**config.mk**
```make
export PLATFORM = sky130hd
export DESIGN_NAME = timecode_gpi_decoder
export DESIGN_NICKNAME = d
export VERILOG_FILES = /design/src/gpi_decoder_pkg.sv /design/src/timecode_gpi_decoder.sv /design/src/pin_sync_edge.sv /design/src/gpi_countdown.sv
export SDC_FILE = /design/constraint.sdc
export NUM_CORES = 1
export LEC_CHECK = 0
export ABC_CLOCK_PERIOD_IN_PS = 5500
export BUFFER_PORTS_ARGS = -buffer_cell sky130_fd_sc_hd__buf_2
export CAP_MARGIN = 5
export CORE_ASPECT_RATIO = 0.8
export CORE_MARGIN = 10
export CORE_UTILIZATION = 55
export DETAILED_ROUTE_END_ITERATION = 8
export PLACE_DENSITY = 0.8
export RECOVER_POWER = 50
export SETUP_SLACK_MARGIN = 0.2
export SLEW_MARGIN = 20
export SYNTH_ARGS = -nofsm -noshare
export SYNTH_HDL_FRONTEND = slang
export SYNTH_SLANG_ARGS = --single-unit
```
**constraint.sdc**
```tcl
create_clock -name i_clock -period 5.5 [get_ports i_clock]
set_clock_uncertainty 0.1 [all_clocks]
set_input_delay 0.55 -clock i_clock [delete_from_list [all_inputs] [get_ports i_clock]]
set_output_delay 0.55 -clock i_clock [all_outputs]
set_load 0.005 [all_outputs]
```
**src/gpi_decoder_pkg.sv**
```systemverilog
// shared constants, types and helpers of the time code gpi decoder
`default_nettype none
package gpi_decoder_pkg;

    // ****************************************
    // clock and timing
    // ****************************************
    localparam int CLOCK_KHZ = 100000;          // 100 MHz core clock
    localparam int MENU_TIMEOUT_MS = 4000;      // menu inactivity limit in ms
    localparam int MENU_TIMEOUT_CYCLES = MENU_TIMEOUT_MS * CLOCK_KHZ;

    // ****************************************
    // register map and fields
    // ****************************************
    localparam logic [7:0] REG_CTRL = 8'h00;    // line standard and source select
    localparam logic [7:0] REG_WINDOW = 8'h04;  // vitc search window
    localparam logic [7:0] REG_STATUS = 8'h08;  // outputs, delay view, menu state
    localparam int CTRL_STD_BIT = 0;            // 1 selects 625-line video
    localparam int CTRL_HD_BIT = 1;             // 1 takes ancillary time code
    localparam int WIN_FIRST_LSB = 0;
    localparam int WIN_LAST_LSB = 8;
    localparam int STAT_GPO_LSB = 0;
    localparam int STAT_DELAY_LSB = 8;
    localparam int STAT_MENU_LSB = 16;

    // ****************************************
    // vitc line limits and reset values
    // ****************************************
    localparam logic [5:0] LINE_MAX = 6'h20;        // line 32
    localparam logic [5:0] FIRST_MIN_525 = 6'h0A;   // line 10
    localparam logic [5:0] FIRST_MIN_625 = 6'h06;   // line 6
    localparam logic [5:0] LAST_DEF_525 = 6'h14;    // line 20
    localparam logic [5:0] LAST_DEF_625 = 6'h15;    // line 21

    // ****************************************
    // user bit codes
    // ****************************************
    localparam logic [7:0] KIND_IMMEDIATE = 8'h00;  // held while input closed
    localparam logic [7:0] KIND_DEFER = 8'h01;      // starts countdown, carries delay
    localparam logic [7:0] KIND_MARK = 8'h02;       // sent at the delayed time
    localparam int GPI_COUNT = 6;
    localparam logic [1:0] TOP_BACK = 2'h3;         // back item of the main menu
    localparam logic [1:0] WIN_BACK = 2'h2;         // back item of the window menu

    // menu states, one-hot
    typedef enum logic [6:0] {
        MENU_IDLE = 7'h01,
        MENU_TOP = 7'h02,
        MENU_VIEW = 7'h04,
        MENU_WIN = 7'h08,
        MENU_EDIT_FIRST = 7'h10,
        MENU_EDIT_LAST = 7'h20,
        MENU_EDIT_STD = 7'h40
    } menu_state_t;

    // first data byte to one bit per input: 81,82,84,88,90,A0
    function automatic logic [5:0] gpi_bits(input logic [7:0] code);
        gpi_bits = (code[7:6] == 2'h2) ? code[5:0] : 6'h00;
    endfunction : gpi_bits

    // hold a line number inside lo..32
    function automatic logic [5:0] clamp_line(input logic [5:0] v, input logic [5:0] lo);
        if (v < lo) begin
            clamp_line = lo;
        end else if (v > LINE_MAX) begin
            clamp_line = LINE_MAX;
        end else begin
            clamp_line = v;
        end
    endfunction : clamp_line

endpackage : gpi_decoder_pkg
`default_nettype wire

```
**src/timecode_gpi_decoder.sv**
```systemverilog
// time code gpi decoder: relays, vitc window, panel menu, apb registers
//
// The placing of the registers and the APB register port were left to the implementer.
`timescale 1ns/100ps
`default_nettype none
// What this block does
// - immediate code closes matching relay output
// - deferred code loads countdown, fires at zero
// - expiry or second code fires output
// - byte one selects input, one bit each
// - vitc for sd, ancillary code for hd
// - delay view refreshes only on received gpi
// - 525 first line 10..32, default 10
// - 625 first line 6..32, default 6
// - 525 last line 10..32, default 20
// - 625 last line 6..32, default 21
// - first above last drags last up
// - sd codes accepted only inside window
// - up increments, down decrements numbers
// - list toggles step and apply live
// - push commits and returns to selection
// - inactivity timeout returns menu to idle
// - back item returns to parent or idle
module timecode_gpi_decoder import gpi_decoder_pkg::*; #(
    parameter int MENU_TIMEOUT = MENU_TIMEOUT_CYCLES
) (
    input wire logic i_clock,
    input wire logic i_arst_n,
    input wire logic i_psel,
    input wire logic i_penable,
    input wire logic i_pwrite,
    input wire logic [7:0] i_paddr,
    input wire logic [31:0] i_pwdata,
    output logic [31:0] o_prdata,
    output logic o_pready,
    output logic o_pslverr,
    input wire logic i_frame_strobe,
    input wire logic i_vitc_strobe,
    input wire logic [5:0] i_vitc_line,
    input wire logic i_atc_strobe,
    input wire logic [7:0] i_ub_select,
    input wire logic [7:0] i_ub_kind,
    input wire logic [7:0] i_ub_delay,
    input wire logic i_toggle_up,
    input wire logic i_toggle_down,
    input wire logic i_push,
    output logic [5:0] o_gpo,
    output logic [7:0] o_delay_view,
    output logic [6:0] o_menu_state,
    output logic [1:0] o_menu_item
);
    // ****************************************
    // panel pins
    // ****************************************
    logic [2:0] btn_rise; // push, down, up edges
    logic up, down, push, any_btn;

    pin_sync_edge #(.WIDTH(3)) u_buttons (
        .i_clock(i_clock),
        .i_arst_n(i_arst_n),
        .i_pins({i_push, i_toggle_down, i_toggle_up}),
        .o_rise(btn_rise)
    );
    assign up = btn_rise[0];
    assign down = btn_rise[1];
    assign push = btn_rise[2];
    assign any_btn = |btn_rise;

    // ****************************************
    // settings state
    // ****************************************
    logic std625, next_std625;              // 625-line video
    logic hd_source, next_hd_source;        // take ancillary time code
    logic [5:0] window_first, next_first;   // first vitc search line
    logic [5:0] window_last, next_last;     // last vitc search line
    logic [5:0] line_min;                   // lowest legal line
    logic apb_write, apb_setup;
    menu_state_t state, next_state;
    logic [1:0] item, next_item;

    assign apb_write = i_psel && i_penable && i_pwrite;
    assign apb_setup = i_psel && !i_penable;
    assign line_min = std625 ? FIRST_MIN_625 : FIRST_MIN_525;

    // software writes, menu edits, then order repair
    always_comb begin
        next_std625 = std625;
        next_hd_source = hd_source;
        next_first = window_first;
        next_last = window_last;
        if (apb_write && i_paddr == REG_CTRL) begin
            next_hd_source = i_pwdata[CTRL_HD_BIT];
            if (i_pwdata[CTRL_STD_BIT] != std625) begin
                next_std625 = i_pwdata[CTRL_STD_BIT];
                next_first = next_std625 ? FIRST_MIN_625 : FIRST_MIN_525;
                next_last = next_std625 ? LAST_DEF_625 : LAST_DEF_525;
            end
        end else if (apb_write && i_paddr == REG_WINDOW) begin
            next_first = clamp_line(i_pwdata[WIN_FIRST_LSB +: 6], line_min);
            next_last = clamp_line(i_pwdata[WIN_LAST_LSB +: 6], line_min);
        end else if (state == MENU_EDIT_FIRST && (up || down)) begin
            next_first = clamp_line(up ? window_first + 6'h01 : window_first - 6'h01, line_min);
        end else if (state == MENU_EDIT_LAST && (up || down)) begin
            next_last = clamp_line(up ? window_last + 6'h01 : window_last - 6'h01, line_min);
        end else if (state == MENU_EDIT_STD && (up || down)) begin
            next_std625 = !std625;
            next_first = next_std625 ? FIRST_MIN_625 : FIRST_MIN_525;
            next_last = next_std625 ? LAST_DEF_625 : LAST_DEF_525;
        end
        if (next_first > next_last) begin
            next_last = next_first;
        end
    end

    // settings registers, 525-line defaults at reset
    always_ff @(posedge i_clock or negedge i_arst_n) begin
        if (!i_arst_n) begin
            std625 <= 1'b0;
            hd_source <= 1'b0;
            window_first <= FIRST_MIN_525;
            window_last <= LAST_DEF_525;
        end else begin
            std625 <= next_std625;
            hd_source <= next_hd_source;
            window_first <= next_first;
            window_last <= next_last;
        end
    end

    // ****************************************
    // code intake
    // ****************************************
    logic in_window, code_take, imm_code, def_code, mark_code;
    logic [5:0] code_bits, fire, busy;

    assign in_window = (i_vitc_line >= window_first) && (i_vitc_line <= window_last);
    // sd reads vitc inside the window, hd reads ancillary code
    assign code_take = hd_source ? i_atc_strobe : (i_vitc_strobe && in_window);
    assign code_bits = code_take ? gpi_bits(i_ub_select) : 6'h00;
    assign imm_code = code_take && i_ub_kind == KIND_IMMEDIATE;
    assign def_code = code_take && i_ub_kind == KIND_DEFER;
    assign mark_code = code_take && i_ub_kind == KIND_MARK;

    // one countdown per relay
    for (genvar g = 0; g < GPI_COUNT; g++) begin : g_count
        gpi_countdown u_count (
            .i_clock(i_clock),
            .i_arst_n(i_arst_n),
            .i_load(def_code && code_bits[g]),
            .i_mark(mark_code && code_bits[g]),
            .i_tick(i_frame_strobe),
            .i_delay(i_ub_delay),
            .o_fire(fire[g]),
            .o_busy(busy[g])
        );
    end

    // ****************************************
    // relay outputs and delay view
    // ****************************************
    logic [5:0] imm_seen, next_imm_seen;   // codes seen this frame
    logic [5:0] imm_out, next_imm_out;     // immediate closures
    logic [5:0] def_out, next_def_out;     // deferred closures, one frame
    logic [5:0] next_gpo;
    logic [7:0] next_delay_view;

    // close at once, release at a frame with no code
    always_comb begin
        next_imm_seen = imm_seen;
        next_imm_out = imm_out;
        next_def_out = def_out;
        next_delay_view = o_delay_view;
        if (i_frame_strobe) begin
            next_imm_out = imm_seen;
            next_imm_seen = 6'h00;
            next_def_out = 6'h00;
        end
        if (imm_code) begin
            next_imm_seen = next_imm_seen | code_bits;
            next_imm_out = next_imm_out | code_bits;
        end
        next_def_out = next_def_out | fire;
        if (def_code && code_bits != 6'h00) begin
            next_delay_view = i_ub_delay;
        end
        next_gpo = next_imm_out | next_def_out;
    end

    // output registers
    always_ff @(posedge i_clock or negedge i_arst_n) begin
        if (!i_arst_n) begin
            imm_seen <= 6'h00;
            imm_out <= 6'h00;
            def_out <= 6'h00;
            o_gpo <= 6'h00;
            o_delay_view <= 8'h00;
        end else begin
            imm_seen <= next_imm_seen;
            imm_out <= next_imm_out;
            def_out <= next_def_out;
            o_gpo <= next_gpo;
            o_delay_view <= next_delay_view;
        end
    end

    // ****************************************
    // panel menu
    // ****************************************
    logic [31:0] quiet_cnt, next_quiet_cnt; // cycles without a button
    logic timeout;

    assign timeout = quiet_cnt >= 32'(MENU_TIMEOUT - 1);

    // walk the menu tree
    always_comb begin
        next_state = state;
        next_item = item;
        next_quiet_cnt = (state == MENU_IDLE || any_btn) ? 32'h0 : quiet_cnt + 32'h1;
        unique case (state)
            MENU_IDLE: begin
                if (push) begin
                    next_state = MENU_TOP;
                    next_item = 2'h0;
                end
            end
            MENU_TOP: begin
                if (push) begin
                    unique case (item)
                        2'h0: next_state = MENU_VIEW;
                        2'h1: begin
                            next_state = MENU_WIN;
                            next_item = 2'h0;
                        end
                        2'h2: next_state = MENU_EDIT_STD;
                        TOP_BACK: next_state = MENU_IDLE;
                    endcase
                end else if (up) begin
                    next_item = item + 2'h1;
                end else if (down) begin
                    next_item = item - 2'h1;
                end
            end
            MENU_VIEW, MENU_EDIT_STD: begin
                if (push) begin
                    next_state = MENU_TOP;
                end
            end
            MENU_WIN: begin
                if (push) begin
                    if (item == 2'h0) begin
                        next_state = MENU_EDIT_FIRST;
                    end else if (item == 2'h1) begin
                        next_state = MENU_EDIT_LAST;
                    end else begin
                        next_state = MENU_TOP;
                        next_item = 2'h1;
                    end
                end else if (up) begin
                    next_item = (item == WIN_BACK) ? 2'h0 : item + 2'h1;
                end else if (down) begin
                    next_item = (item == 2'h0) ? WIN_BACK : item - 2'h1;
                end
            end
            MENU_EDIT_FIRST, MENU_EDIT_LAST: begin
                if (push) begin
                    next_state = MENU_WIN;
                end
            end
            default: begin
                next_state = MENU_IDLE;
            end
        endcase
        if (state != MENU_IDLE && !any_btn && timeout) begin
            next_state = MENU_IDLE;
            next_quiet_cnt = 32'h0;
        end
    end

    // menu registers
    always_ff @(posedge i_clock or negedge i_arst_n) begin
        if (!i_arst_n) begin
            state <= MENU_IDLE;
            item <= 2'h0;
            quiet_cnt <= 32'h0;
        end else begin
            state <= next_state;
            item <= next_item;
            quiet_cnt <= next_quiet_cnt;
        end
    end

    assign o_menu_state = state;
    assign o_menu_item = item;

    // ****************************************
    // apb slave
    // ****************************************
    logic [31:0] next_prdata;
    logic mapped;

    assign mapped = i_paddr == REG_CTRL || i_paddr == REG_WINDOW || i_paddr == REG_STATUS;
    assign o_pready = 1'b1;
    assign o_pslverr = i_psel && i_penable && !mapped;

    // read data captured in the setup cycle
    always_comb begin
        next_prdata = o_prdata;
        if (apb_setup && !i_pwrite) begin
            next_prdata = 32'h0;
            if (i_paddr == REG_CTRL) begin
                next_prdata[CTRL_STD_BIT] = std625;
                next_prdata[CTRL_HD_BIT] = hd_source;
            end else if (i_paddr == REG_WINDOW) begin
                next_prdata[WIN_FIRST_LSB +: 6] = window_first;
                next_prdata[WIN_LAST_LSB +: 6] = window_last;
            end else if (i_paddr == REG_STATUS) begin
                next_prdata[STAT_GPO_LSB +: 6] = o_gpo;
                next_prdata[STAT_DELAY_LSB +: 8] = o_delay_view;
                next_prdata[STAT_MENU_LSB +: 7] = state;
            end
        end
    end

    // read data register
    always_ff @(posedge i_clock or negedge i_arst_n) begin
        if (!i_arst_n) begin
            o_prdata <= 32'h0;
        end else begin
            o_prdata <= next_prdata;
        end
    end

    // ****************************************
    // checks
    // ****************************************
    AST_IMM_CLOSE: assert property (@(posedge i_clock) disable iff (!i_arst_n)
        (imm_code && code_bits != 6'h00) |=> ((o_gpo & $past(code_bits)) == $past(code_bits)))
        else $error("immediate code did not close its relay");
    AST_IMM_RELEASE: assert property (@(posedge i_clock) disable iff (!i_arst_n)
        (i_frame_strobe && imm_seen == 6'h00 && !imm_code && fire == 6'h00) |=> o_gpo == 6'h00)
        else $error("relay held after a frame without code");
    AST_DEF_OUT: assert property (@(posedge i_clock) disable iff (!i_arst_n)
        (fire != 6'h00) |=> ((o_gpo & $past(fire)) == $past(fire)))
        else $error("fired countdown did not close relay");
    AST_DELAY_HOLD: assert property (@(posedge i_clock) disable iff (!i_arst_n)
        !def_code |=> $stable(o_delay_view))
        else $error("delay view changed without a received gpi");
    AST_SD_WINDOW: assert property (@(posedge i_clock) disable iff (!i_arst_n)
        (!hd_source && (i_vitc_line < window_first || i_vitc_line > window_last)) |-> !code_take)
        else $error("vitc outside window was accepted");
    AST_WINDOW_ORDER: assert property (@(posedge i_clock) disable iff (!i_arst_n)
        window_first <= window_last)
        else $error("first line above last line");
    AST_FIRST_RANGE: assert property (@(posedge i_clock) disable iff (!i_arst_n)
        window_first >= line_min && window_last <= LINE_MAX)
        else $error("search line out of range");
    AST_STD_DEFAULT: assert property (@(posedge i_clock) disable iff (!i_arst_n)
        (state == MENU_EDIT_STD && up && !std625) |=> (window_first == FIRST_MIN_625 && window_last == LAST_DEF_625))
        else $error("625 defaults not loaded");
    AST_BACK_TOP: assert property (@(posedge i_clock) disable iff (!i_arst_n)
        (state == MENU_TOP && item == TOP_BACK && push) |=> state == MENU_IDLE)
        else $error("back on main menu did not return to idle");
    AST_PUSH_COMMIT: assert property (@(posedge i_clock) disable iff (!i_arst_n)
        ((state == MENU_EDIT_FIRST || state == MENU_EDIT_LAST) && push) |=> state == MENU_WIN)
        else $error("push did not return to selection");
    AST_MENU_TIMEOUT: assert property (@(posedge i_clock) disable iff (!i_arst_n)
        quiet_cnt < 32'(MENU_TIMEOUT))
        else $error("menu stayed past the timeout");
endmodule : timecode_gpi_decoder
`default_nettype wire

```
**src/pin_sync_edge.sv**
```systemverilog
// two-flop synchroniser with rising edge detect for panel pins
`timescale 1ns/100ps
`default_nettype none
module pin_sync_edge import gpi_decoder_pkg::*; #(
    parameter int WIDTH = 3
) (
    input wire logic i_clock,
    input wire logic i_arst_n,
    input wire logic [WIDTH-1:0] i_pins,
    output logic [WIDTH-1:0] o_rise
);
    logic [WIDTH-1:0] meta, next_meta;      // first stage, read only by stable
    logic [WIDTH-1:0] stable, next_stable;  // second stage
    logic [WIDTH-1:0] prior, next_prior;    // edge history

    // next values of the chain
    always_comb begin
        next_meta = i_pins;
        next_stable = meta;
        next_prior = stable;
    end

    // chain registers
    always_ff @(posedge i_clock or negedge i_arst_n) begin
        if (!i_arst_n) begin
            meta <= '0;
            stable <= '0;
            prior <= '0;
        end else begin
            meta <= next_meta;
            stable <= next_stable;
            prior <= next_prior;
        end
    end

    assign o_rise = stable & ~prior;
endmodule : pin_sync_edge
`default_nettype wire

```
**src/gpi_countdown.sv**
```systemverilog
// per-input frame countdown for deferred codes
`timescale 1ns/100ps
`default_nettype none
module gpi_countdown import gpi_decoder_pkg::*; (
    input wire logic i_clock,
    input wire logic i_arst_n,
    input wire logic i_load,
    input wire logic i_mark,
    input wire logic i_tick,
    input wire logic [7:0] i_delay,
    output logic o_fire,
    output logic o_busy
);
    logic [7:0] count, next_count;  // frames left
    logic busy, next_busy;          // countdown running

    // load, count down per frame, stop on expiry or mark
    always_comb begin
        next_count = count;
        next_busy = busy;
        if (i_load) begin
            next_count = i_delay;
            next_busy = 1'b1;
        end else if (i_tick && busy) begin
            if (count == 8'h00) begin
                next_busy = 1'b0;
            end else begin
                next_count = count - 8'h01;
            end
        end
        if (i_mark) begin
            next_busy = 1'b0;
        end
    end

    // countdown registers
    always_ff @(posedge i_clock or negedge i_arst_n) begin
        if (!i_arst_n) begin
            count <= 8'h00;
            busy <= 1'b0;
        end else begin
            count <= next_count;
            busy <= next_busy;
        end
    end

    // the expiry or the mark code fires; a mark fires even with no countdown running
    assign o_fire = (i_tick && busy && count == 8'h00 && !i_load) || i_mark;
    assign o_busy = busy;

    AST_ZERO_FIRE: assert property (@(posedge i_clock) disable iff (!i_arst_n)
        (i_load && i_delay == 8'h00 && !i_tick && !i_mark ##1 i_tick && !i_load) |-> o_fire)
        else $error("countdown of zero did not fire at next frame");
    AST_LOAD_QUIET: assert property (@(posedge i_clock) disable iff (!i_arst_n)
        (i_load && i_delay == 8'h03 && !i_mark ##1 !i_mark [*2]) |-> !o_fire [*2])
        else $error("output fired before countdown expired");
endmodule : gpi_countdown
`default_nettype wire

```
==> flow_summary.json, run 1 <==
{
  "status": "complete, but fails checks",
  "violations": "max-capacitance violations, max-slew violations",
  "antenna_found_initial": 0,
  "drive_gt1_share_pct": 15.1,
  "ctsResizeCount": 0,
  "syn_area_per_cell_sq_um": 9.64,
  "max_freq_ghz": 0.202,
  "grt_pass1_vias": 8297,
  "yosysTopAreaCell": "dfrtp_1",
  "p_leak_nw": 5.40,
  "syn_area_sq_um": 10200,
  "critPathMaxFanout": 11,
  "critical_path_arrival_ns": 5.23,
  "core.rowCount": 44,
  "setup_slack_ns": 0.557,
  "die_h_um": 142,
  "overflow": 0,
  "yosysUniqueCellTypes": 80,
  "drt_wl_total_mm": 26.5,
  "dr.first_iter.drc_count": 789,
  "die_w_um": 173,
  "async_flop_share_pct": 100,
  "critPathMaxStageDelay_ns": 0.35,
  "via_count": 8561,
  "final_cell_mix": "dfrtp_1 (166), nand2_1 (100), nor2_1 (92)",
  "startpoint_type": "register",
  "io_pins": 138,
  "timing.rr.end": "window_last[3]",
  "clockPowerShare_pct": 31.7,
  "clock_sinks": 171,
  "cp-startpoint": "u_buttons.prior[0]",
  "p_switching_mw": 1.28,
  "finalHoldViolCount": 0,
  "final_common_cell": "dfrtp_1",
  "p_int_mw": 2.41,
  "cts_buffer_depth": 2,
  "rsz0062_at_grt": "false",
  "period_share_pct": 89.9,
  "synth-seq-area-share_pct": 41.8,
  "cts_tree": "built",
  "clk_pin_slew_ns": 0.07,
  "drt-wirelength-per-cell_um": 18.5,
  "hold_class": "in -> reg",
  "critPathKind": "reg -> reg",
  "vdd_drop_max_mv": 0.200,
  "start_util_pct": 56.2,
  "coreArea_sq_um": 18200,
  "reg2reg_slack_ns": 0.56,
  "fin_util_pct": 63.0,
  "syn_inst": 1063,
  "clk_latency_ns": 0.44,
  "nNetsFinal": 1298,
  "hpwlAfterDp_mm": 18.9,
  "drv_cap": 2,
  "reg2reg_from": "u_buttons.prior[0]",
  "slew_violations": 121,
  "die_area_sq_um": 24500,
  "syn_to_final_growth_pct": 12.1,
  "p_seq_share_pct": 38.9,
  "swShare_pct": 34.7,
  "combinationalPowerShare_pct": 29.4,
  "timing.slew.headroom_pct": -46.6,
  "yosys_most_used_dff": "dfrtp_1",
  "synth_area_leaders": "dfrtp_1 (41%), ha_1 (6.0%), mux2_2 (4.8%)",
  "tightest_slew_ns": 2.20,
  "slowest_stage": "dfrtp_1",
  "powerDensity_nw_per_um2": 321,
  "drt-pass1-iter-count": 5,
  "setup_viol": 0,
  "drc_errors": 0,
  "synth_edf_count": 0,
  "tns_ns": 0,
  "path_cells": "nand2b_1, buf_4, ha_1, a21o_1, a21oi_1, xnor2_1, ha_1, o21ai_0, o211ai_1, mux2_2, a31oi_1, a21oi_1, a21boi_0, ha_1, a21o_1, a21oi_1, a21boi_0, o21ai_0, buf_4, o211ai_1, o21ai_0, o221a_2",
  "numCtsBuffers": 17,
  "grt_pass1_wl_mm": 43.0,
  "synth_top_area_share_pct": 40.5,
  "fillers": 1495,
  "grtUsageTotal_pct": 21.2,
  "ys_warn_count": 0,
  "fin_crit_ns": 4.94,
  "grt_max_degree": 80,
  "dp_slack_ns": 0.637,
  "antenna_cells": 0,
  "r2r_cells": 22,
  "ys_ff_latch": 171,
  "cp.required_ns": 5.78,
  "crit_path_end_kind": "register",
  "gp_congestion": 0.970,
  "port_buffers": 105,
  "ant_nets": 0,
  "h-tree-depth": 4,
  "root_buffer": "clkbuf_16",
  "routed_via_density": 5.98,
  "critPathCapture": "window_last[3]"
}
==> synth_stat cells, types with 20 or more instances <==
cell type,n
a21oi_1,46
clkbuf_1,22
dfrtp_1,166
ha_1,49
inv_1,48
mux2_2,44
mux2i_1,20
nand2_1,100
nand3_1,38
nor2_1,92
nor2b_1,20
o21ai_0,41
xnor2_1,42
xor2_1,39
==> registers in the layout, summed over array words and instances, names as in the netlist, 7 cells and up <==
name / cells
g_count.u_count.count: 48
o_delay_view: 8
o_menu_state: 7
o_prdata: 21
quiet_cnt: 32
==> repair_timing <==
| action | 4_1_cts | 5_1_grt |
|---|---|---|
| hold endpoints to repair | 38 | 0 |
| buffers inserted | 0 | 0 |
| hold buffers | 1 | 0 |
==> metrics by stage <==
stage	hold slack (ns)	instance area, sq um	cells	power, mW
3_5_place_dp	0.236	11000	1399	2.52
6_report	0.112	11500	1432	3.69
5_1_grt	0.104	11500	1432	3.89
2_1_floorplan	0.154	10300	1076	2.20
3_3_place_gp	0.232	11000	1399	2.48
4_1_cts	0.105	11500	1432	3.68
==> cells by family after synthesis <==
group	count (synthesis)	share of synthesized area, %
AOI/OAI and AO/OA	221	14.9
xor gates and xnor gates	81	6.92
adders and majority gates	53	6.57
buffers and inverters	91	4.00
DFF	171	41.8
muxes	64	6.79
other	2	0.0733
and+or+nand+nor	380	18.9
==> cell type report <==
class / count / area, sq um / area share, %
multi-input combinational: 814 / 5590 / 48.7
sequential: 171 / 4290 / 37.3
timing repair buffer: 114 / 546 / 4.75
clock buffer: 20 / 447 / 3.89
tap: 253 / 317 / 2.76
inverter: 48 / 180 / 1.57
clock inverter: 12 / 118 / 1.02
==> critical path, delay by kind of cell, from the launching register on <==
family                   cells  cell delay, ns
AO/OA/AOI/OAI               14            2.40
XOR/XNOR                     1            0.17
adder cells (fa/ha/maj)      3            0.83
buffers and inverters        2            0.48
flip-flops                   1            0.35
multiplexers                 1            0.29
AND/OR/NAND/NOR              1            0.23
==> per-layer routing <==
layer	share of wire [%]	wire length [um]	track usage [%]
met1	45	12000	28.9
met2	46	12200	33.3
met3	6.9	1830	4.46
met4	1.8	466	6.90
met5	0	0	0
==> worst min path at each step <==
stage,endpoint,start,cells after the start
after global routing,u_buttons.meta[1],i_toggle_down,1
after CTS,u_buttons.meta[2],i_push,1
after detailed placement,u_buttons.next_prior[2],u_buttons.meta[2],0
after floorplan,def_out[0],i_arst_n,0
final,u_buttons.meta[2],i_push,1
after global placement,u_buttons.next_prior[2],u_buttons.meta[2],0
==> power by group through the flow <==
stage	sequential, mW	combinational [mW]	clock (mW)
finish	1.44	1.08	1.17
global route	1.44	1.21	1.23
CTS	1.43	1.07	1.17
detailed placement	1.46	1.06	0
global placement	1.45	1.02	0
floorplan	1.42	0.782	0
No activity file was read; power rests on OpenSTA's default activity.
==> run 2: changes to the inputs <==
--- a/config.mk
+++ b/config.mk
@@ -11,6 +11,7 @@
 export CORE_ASPECT_RATIO = 0.8
 export CORE_MARGIN = 10
 export CORE_UTILIZATION = 55
+export CTS_BUF_LIST = sky130_fd_sc_hd__clkbuf_4
 export DETAILED_ROUTE_END_ITERATION = 8
 export PLACE_DENSITY = 0.8
 export RECOVER_POWER = 50
@@ -19,3 +20,4 @@
 export SYNTH_ARGS = -nofsm -noshare
 export SYNTH_HDL_FRONTEND = slang
 export SYNTH_SLANG_ARGS = --single-unit
+export TNS_END_PERCENT = 1
==> run 2 against run 1 <==
The run still ends with max-capacitance violations, max-slew violations left. Global-route usage decreased by 0.66 points. Highest routed layer unchanged. Utilization shrank 1.1 points. Clock-buffer cell count decreased by 1. Critical path depth fell by 2. Largest cell class unchanged.
==> flow_summary.json, run 2 (same netlist as run 1, synthesis figures left out) <==
{
  "status": "complete, but fails checks",
  "violations": "max-capacitance violations, max-slew violations",
  "largest_registers": "g_count.u_count.count (48), quiet_cnt (32), o_prdata (21)",
  "gp_congestion": 0.970,
  "reg2reg_from": "u_buttons.prior[0]",
  "clk_pin_slew_ns": 0.15,
  "nNetsFinal": 1302,
  "slew_violations": 78,
  "drive_gt1_share_pct": 17.4,
  "placedCellCount": 1399,
  "core.rowCount": 44,
  "die_h_um": 142,
  "start_util_pct": 56.2,
  "crit_path_end_kind": "register",
  "hold_start": "i_pwdata[1]",
  "die_w_um": 173,
  "h-tree-depth": 4,
  "grt_pass1_vias": 8092,
  "r2r_cells": 20,
  "hold_end": "hd_source",
  "hpwlAfterDp_mm": 18.9,
  "coreArea_sq_um": 18200,
  "final_common_cell": "dfrtp_1",
  "timing.rr.end": "window_last[1]",
  "dp_slack_ns": 0.637,
  "holdWs_ns": 0.159,
  "antenna_found_initial": 2,
  "largest_reg_flops": 48,
  "whs_path_depth": 3,
  "drt-pass1-iter-count": 6,
  "cts_tree": "built",
  "ant_nets": 0,
  "timing.slew.headroom_pct": -44.5,
  "port_buffers": 105,
  "setup_viol": 0,
  "powerDensity_nw_per_um2": 285,
  "critPathMaxFanout": 11,
  "grt_max_degree": 80,
  "critPathKind": "reg -> reg",
  "drt-wirelength-per-cell_um": 17.8,
  "dpl-instance-area_sq_um": 11000,
  "numCtsBuffers": 17,
  "dr.first_iter.drc_count": 770,
  "final_cell_mix": "dfrtp_1 (166), nand2_1 (100), buf_2 (93)",
  "cp.required_ns": 5.87,
  "tightest_slew_ns": 2.17,
  "io_pins": 138,
  "tns_ns": 0,
  "drv_cap": 2,
  "instances_no_fill": 1439,
  "reg2reg_slack_ns": 0.55,
  "die_area_sq_um": 24500,
  "regMostFlops": "g_count.u_count.count",
  "fillers": 1524,
  "grt_pass1_wl_mm": 41.7,
  "clk_latency_ns": 0.58,
  "p_leak_nw": 5.39,
  "drt_wl_total_mm": 25.6,
  "finalHoldViolCount": 0,
  "fin_crit_ns": 4.95,
  "total_power_mw": 3.22,
  "clock_sinks": 171,
  "grtUsageTotal_pct": 20.6,
  "routed_via_density": 5.88,
  "via_count": 8456,
  "syn_to_final_growth_pct": 10.1,
  "vdd_drop_max_mv": 0.212,
  "critical_path_arrival_ns": 5.32,
  "overflow": 0,
  "setup_slack_ns": 0.554,
  "rsz0062_at_grt": "false",
  "root_buffer": "clkbuf_4",
  "hold_class": "in -> reg",
  "drc_errors": 0,
  "final_cell_area_sq_um": 11300,
  "max_freq_ghz": 0.202,
  "fin_util_pct": 61.9,
  "startpoint_type": "register",
  "period_share_pct": 89.9,
  "cts_buffer_depth": 2
}
run 2: critical path, stage by stage (launching register included):
cell	delay [ns]
dfrtp_1	0.38
nand2b_1	0.22
buf_4	0.23
ha_1	0.28
a21o_1	0.15
a21oi_1	0.24
xnor2_1	0.17
ha_1	0.25
o21ai_0	0.08
o211ai_1	0.22
mux2_2	0.29
a31oi_1	0.08
a21oi_1	0.18
a21boi_0	0.32
ha_1	0.30
a21o_1	0.17
a21oi_1	0.12
a21boi_0	0.09
o21ai_0	0.34
buf_4	0.26
mux2_2	0.35
run 2: timing repair:
action	CTS	global route
hold buffers	4	0
endpoints found under the hold margin	41	0
gates resized for setup	0	0
endpoints found under the setup margin	0	0
setup buffers	0	0
run 2: layout make-up:
type / count / area (sq um) / area share, %
multi-input cells: 814 / 5600 / 49.7
flip-flops and latches: 171 / 4290 / 38.0
repair buffers: 118 / 624 / 5.54
well taps: 253 / 317 / 2.81
inverters: 48 / 180 / 1.60
clock buffers: 19 / 143 / 1.26
clock inverters: 13 / 121 / 1.08
diodes: 3 / 7.51 / 0.0666
run 2: how the worst max path moves through the flow:
stage / endpoint / slack [ns] / start
6_report: window_last[1] / 0.55 / u_buttons.prior[0]
5_1_grt: window_last[3] / 0.24 / u_buttons.prior[0]
4_1_cts: window_last[3] / 0.60 / u_buttons.prior[0]
3_5_place_dp: window_last[3] / 0.64 / u_buttons.prior[0]
3_3_place_gp: window_last[1] / 0.73 / u_buttons.prior[0]
2_1_floorplan: window_last[1] / 0.74 / u_buttons.next_prior[0]
run 2: where the power goes:
group	internal, mW	switching (mW)	total [mW]	leakage [nW]
Sequential	1.33	0.107	1.44	2.31
Combinational	0.446	0.641	1.09	2.95
Clock	0.237	0.457	0.694	0.134
run 2: layer usage:
metal	vias to the layer above	share of wire [%]	track usage, %
met5	-	0	0
met4	0	1.6	5.66
met3	38	7.1	4.53
met2	318	45	31.6
met1	4087	46	28.8
li1	4013	-	-
==> run 3: changes to the inputs <==
--- a/config.mk
+++ b/config.mk
@@ -13,7 +13,7 @@
 export CORE_UTILIZATION = 55
 export CTS_BUF_LIST = sky130_fd_sc_hd__clkbuf_4
 export DETAILED_ROUTE_END_ITERATION = 8
-export PLACE_DENSITY = 0.8
+export PLACE_DENSITY = 0.85
 export RECOVER_POWER = 50
 export SETUP_SLACK_MARGIN = 0.2
 export SLEW_MARGIN = 20
==> run 3 against run 2 <==
The flow still finishes with violations (max-capacitance violations, max-slew violations). First-iteration DRC count rose by 37%. Worst hold slack lost 0.0090 ns. Utilization is 0.34 points lower. Critical path type unchanged.
==> flow_summary.json, run 3 (same netlist as run 1, synthesis figures left out) <==
{
  "timing.slew.headroom_pct": -145,
  "drc_errors": 0,
  "die_h_um": 142,
  "final_common_cell": "dfrtp_1",
  "overflow": 0,
  "dpl-instance-area_sq_um": 11000,
  "cp_common_cell": "o21ai_0",
  "reg2reg_slack_ns": 0.61,
  "clk_latency_ns": 0.58,
  "cts_tree": "built",
  "reg2reg_from": "u_buttons.next_prior[0]",
  "h-tree-depth": 4,
  "coreArea_sq_um": 18200,
  "clk_pin_slew_ns": 0.15,
  "grtUsageTotal_pct": 21.3,
  "final_cell_area_sq_um": 11200,
  "final_cell_mix": "dfrtp_1 (166), nand2_1 (100), nor2_1 (92)",
  "antenna_cells": 0,
  "fin_crit_ns": 4.89,
  "via_count": 8519,
  "hold_start": "i_pwdata[1]",
  "hold_class": "in -> reg",
  "dr.first_iter.drc_count": 1054,
  "slowest_stage": "dfrtp_1",
  "routed_via_density": 5.94,
  "cp.required_ns": 5.94,
  "drive_gt1_share_pct": 15.4,
  "nNetsFinal": 1301,
  "tightest_slew_ns": 3.67,
  "antenna_found_initial": 0,
  "largest_reg_flops": 48,
  "status": "complete, but fails checks",
  "placedCellCount": 1399,
  "grt_max_degree": 78,
  "die_area_sq_um": 24500,
  "port_buffers": 105,
  "clock_sinks": 171,
  "finalHoldViolCount": 0,
  "largest_registers": "g_count.u_count.count (48), quiet_cnt (32), o_prdata (21)",
  "drt-pass1-iter-count": 5,
  "regMostFlops": "g_count.u_count.count",
  "drt-wirelength-per-cell_um": 18.5,
  "hpwlAfterDp_mm": 19.3,
  "start_util_pct": 56.2,
  "hold_end": "hd_source",
  "p_leak_nw": 5.29,
  "gp_congestion": 0.972,
  "core.rowCount": 44,
  "powerDensity_nw_per_um2": 288,
  "root_buffer": "clkbuf_4",
  "grt_pass1_wl_mm": 43.2,
  "max_freq_ghz": 0.204,
  "critPathMaxStageDelay_ns": 0.41,
  "tns_ns": 0,
  "setup_viol": 0,
  "rsz0062_at_grt": "false",
  "r2r_cells": 22,
  "fillers": 1534,
  "syn_to_final_growth_pct": 9.46,
  "timing.rr.end": "window_last[3]",
  "whs_path_depth": 3,
  "cts_buffer_depth": 2,
  "instances_no_fill": 1435,
  "critPathKind": "reg -> reg",
  "period_share_pct": 88.9,
  "ant_nets": 0,
  "critical_path_arrival_ns": 5.33,
  "critPathMaxFanout": 15,
  "post_cts_buffers": 0,
  "slew_violations": 78,
  "crit_path_end_kind": "register",
  "fin_util_pct": 61.6,
  "violations": "max-capacitance violations, max-slew violations",
  "die_w_um": 173,
  "drt_wl_total_mm": 26.5,
  "io_pins": 138,
  "startpoint_type": "register",
  "holdWs_ns": 0.150,
  "numCtsBuffers": 17,
  "grt_pass1_vias": 8325,
  "drv_cap": 1,
  "vdd_drop_max_mv": 0.236,
  "path_cells": "nand2b_1, buf_4, inv_1, fa_1, xnor2_1, ha_1, nor2b_1, o21ai_0, o211ai_1, mux2_2, a31oi_1, a21oi_1, a21boi_1, ha_1, and3_1, o21ai_0, a21boi_0, o21ai_0, buf_4, o211ai_1, o21ai_0, o221a_2"
}
run 3: cell count changes in the layout (fill, tap and decap cells not counted), moves of 2 or more:
| cell | previous run | this run |
|---|---|---|
| buf_2 | 93 | 70 |
| clkbuf_1 | 13 | 33 |
| diode_2 | 3 | 0 |
| clkbuf_4 | 19 | 21 |
| clkinv_2 | 1 | 3 |
| clkinv_4 | 3 | 1 |
run 3: final cells by class:
class | count | area [sq um] | share of cell area [%]
sequential | 171 | 4290 | 38.2
clock inverter | 12 | 101 | 0.904
timing repair buffer | 117 | 586 | 5.22
inverter | 48 | 180 | 1.61
tap | 253 | 317 | 2.82
multi-input combinational | 814 | 5600 | 49.9
clock buffer | 20 | 150 | 1.34
run 3: critical path, delay by kind of cell (launching register included):
family / cells / cell delay, ns
multiplexers: 1 / 0.28
AND/OR/NAND/NOR: 3 / 0.39
buffers and inverters: 3 / 0.59
adder cells (fa/ha/maj): 3 / 0.98
flip-flops: 1 / 0.41
XOR/XNOR: 1 / 0.24
AO/OA/AOI/OAI: 11 / 1.84
run 3: stage by stage:
stage | power [mW] | worst slack (ns)
2_1_floorplan | 2.20 | 0.744
3_3_place_gp | 2.48 | 0.862
3_5_place_dp | 2.52 | 0.653
4_1_cts | 3.22 | 0.587
5_1_grt | 3.41 | 0.160
6_report | 3.23 | 0.608
run 3: how the worst max path moves through the flow:
stage | cells past startpoint | start | end
3_3_place_gp | 20 | u_buttons.next_prior[0] | window_last[1]
2_1_floorplan | 20 | u_buttons.next_prior[0] | window_last[1]
3_5_place_dp | 22 | u_buttons.next_prior[0] | window_last[3]
5_1_grt | 3 | i_arst_n | window_first[5]
4_1_cts | 20 | u_buttons.next_prior[0] | window_last[1]
6_report | 22 | u_buttons.next_prior[0] | window_last[3]
run 3: per-layer routing:
metal / track usage (%) / vias to the layer above / share of wire, %
li1: - / 4002 / -
met1: 28.6 / 4147 / 45
met2: 34.1 / 331 / 47
met3: 4.30 / 39 / 6.8
met4: 6.81 / 0 / 1.7
met5: 0 / - / 0
run 3: where the power goes:
group	switching (mW)	internal (mW)	total [mW]
clock network	0.451	0.237	0.688
registers	0.108	1.33	1.44
logic	0.653	0.448	1.10
total	1.21	2.01	3.23
run 3: repair_timing:
action | 4_1_cts | 5_1_grt
setup endpoints to repair | 0 | 1
hold buffers | 4 | 0
resized for setup | 0 | 1
endpoints found under the hold margin | 78 | 0
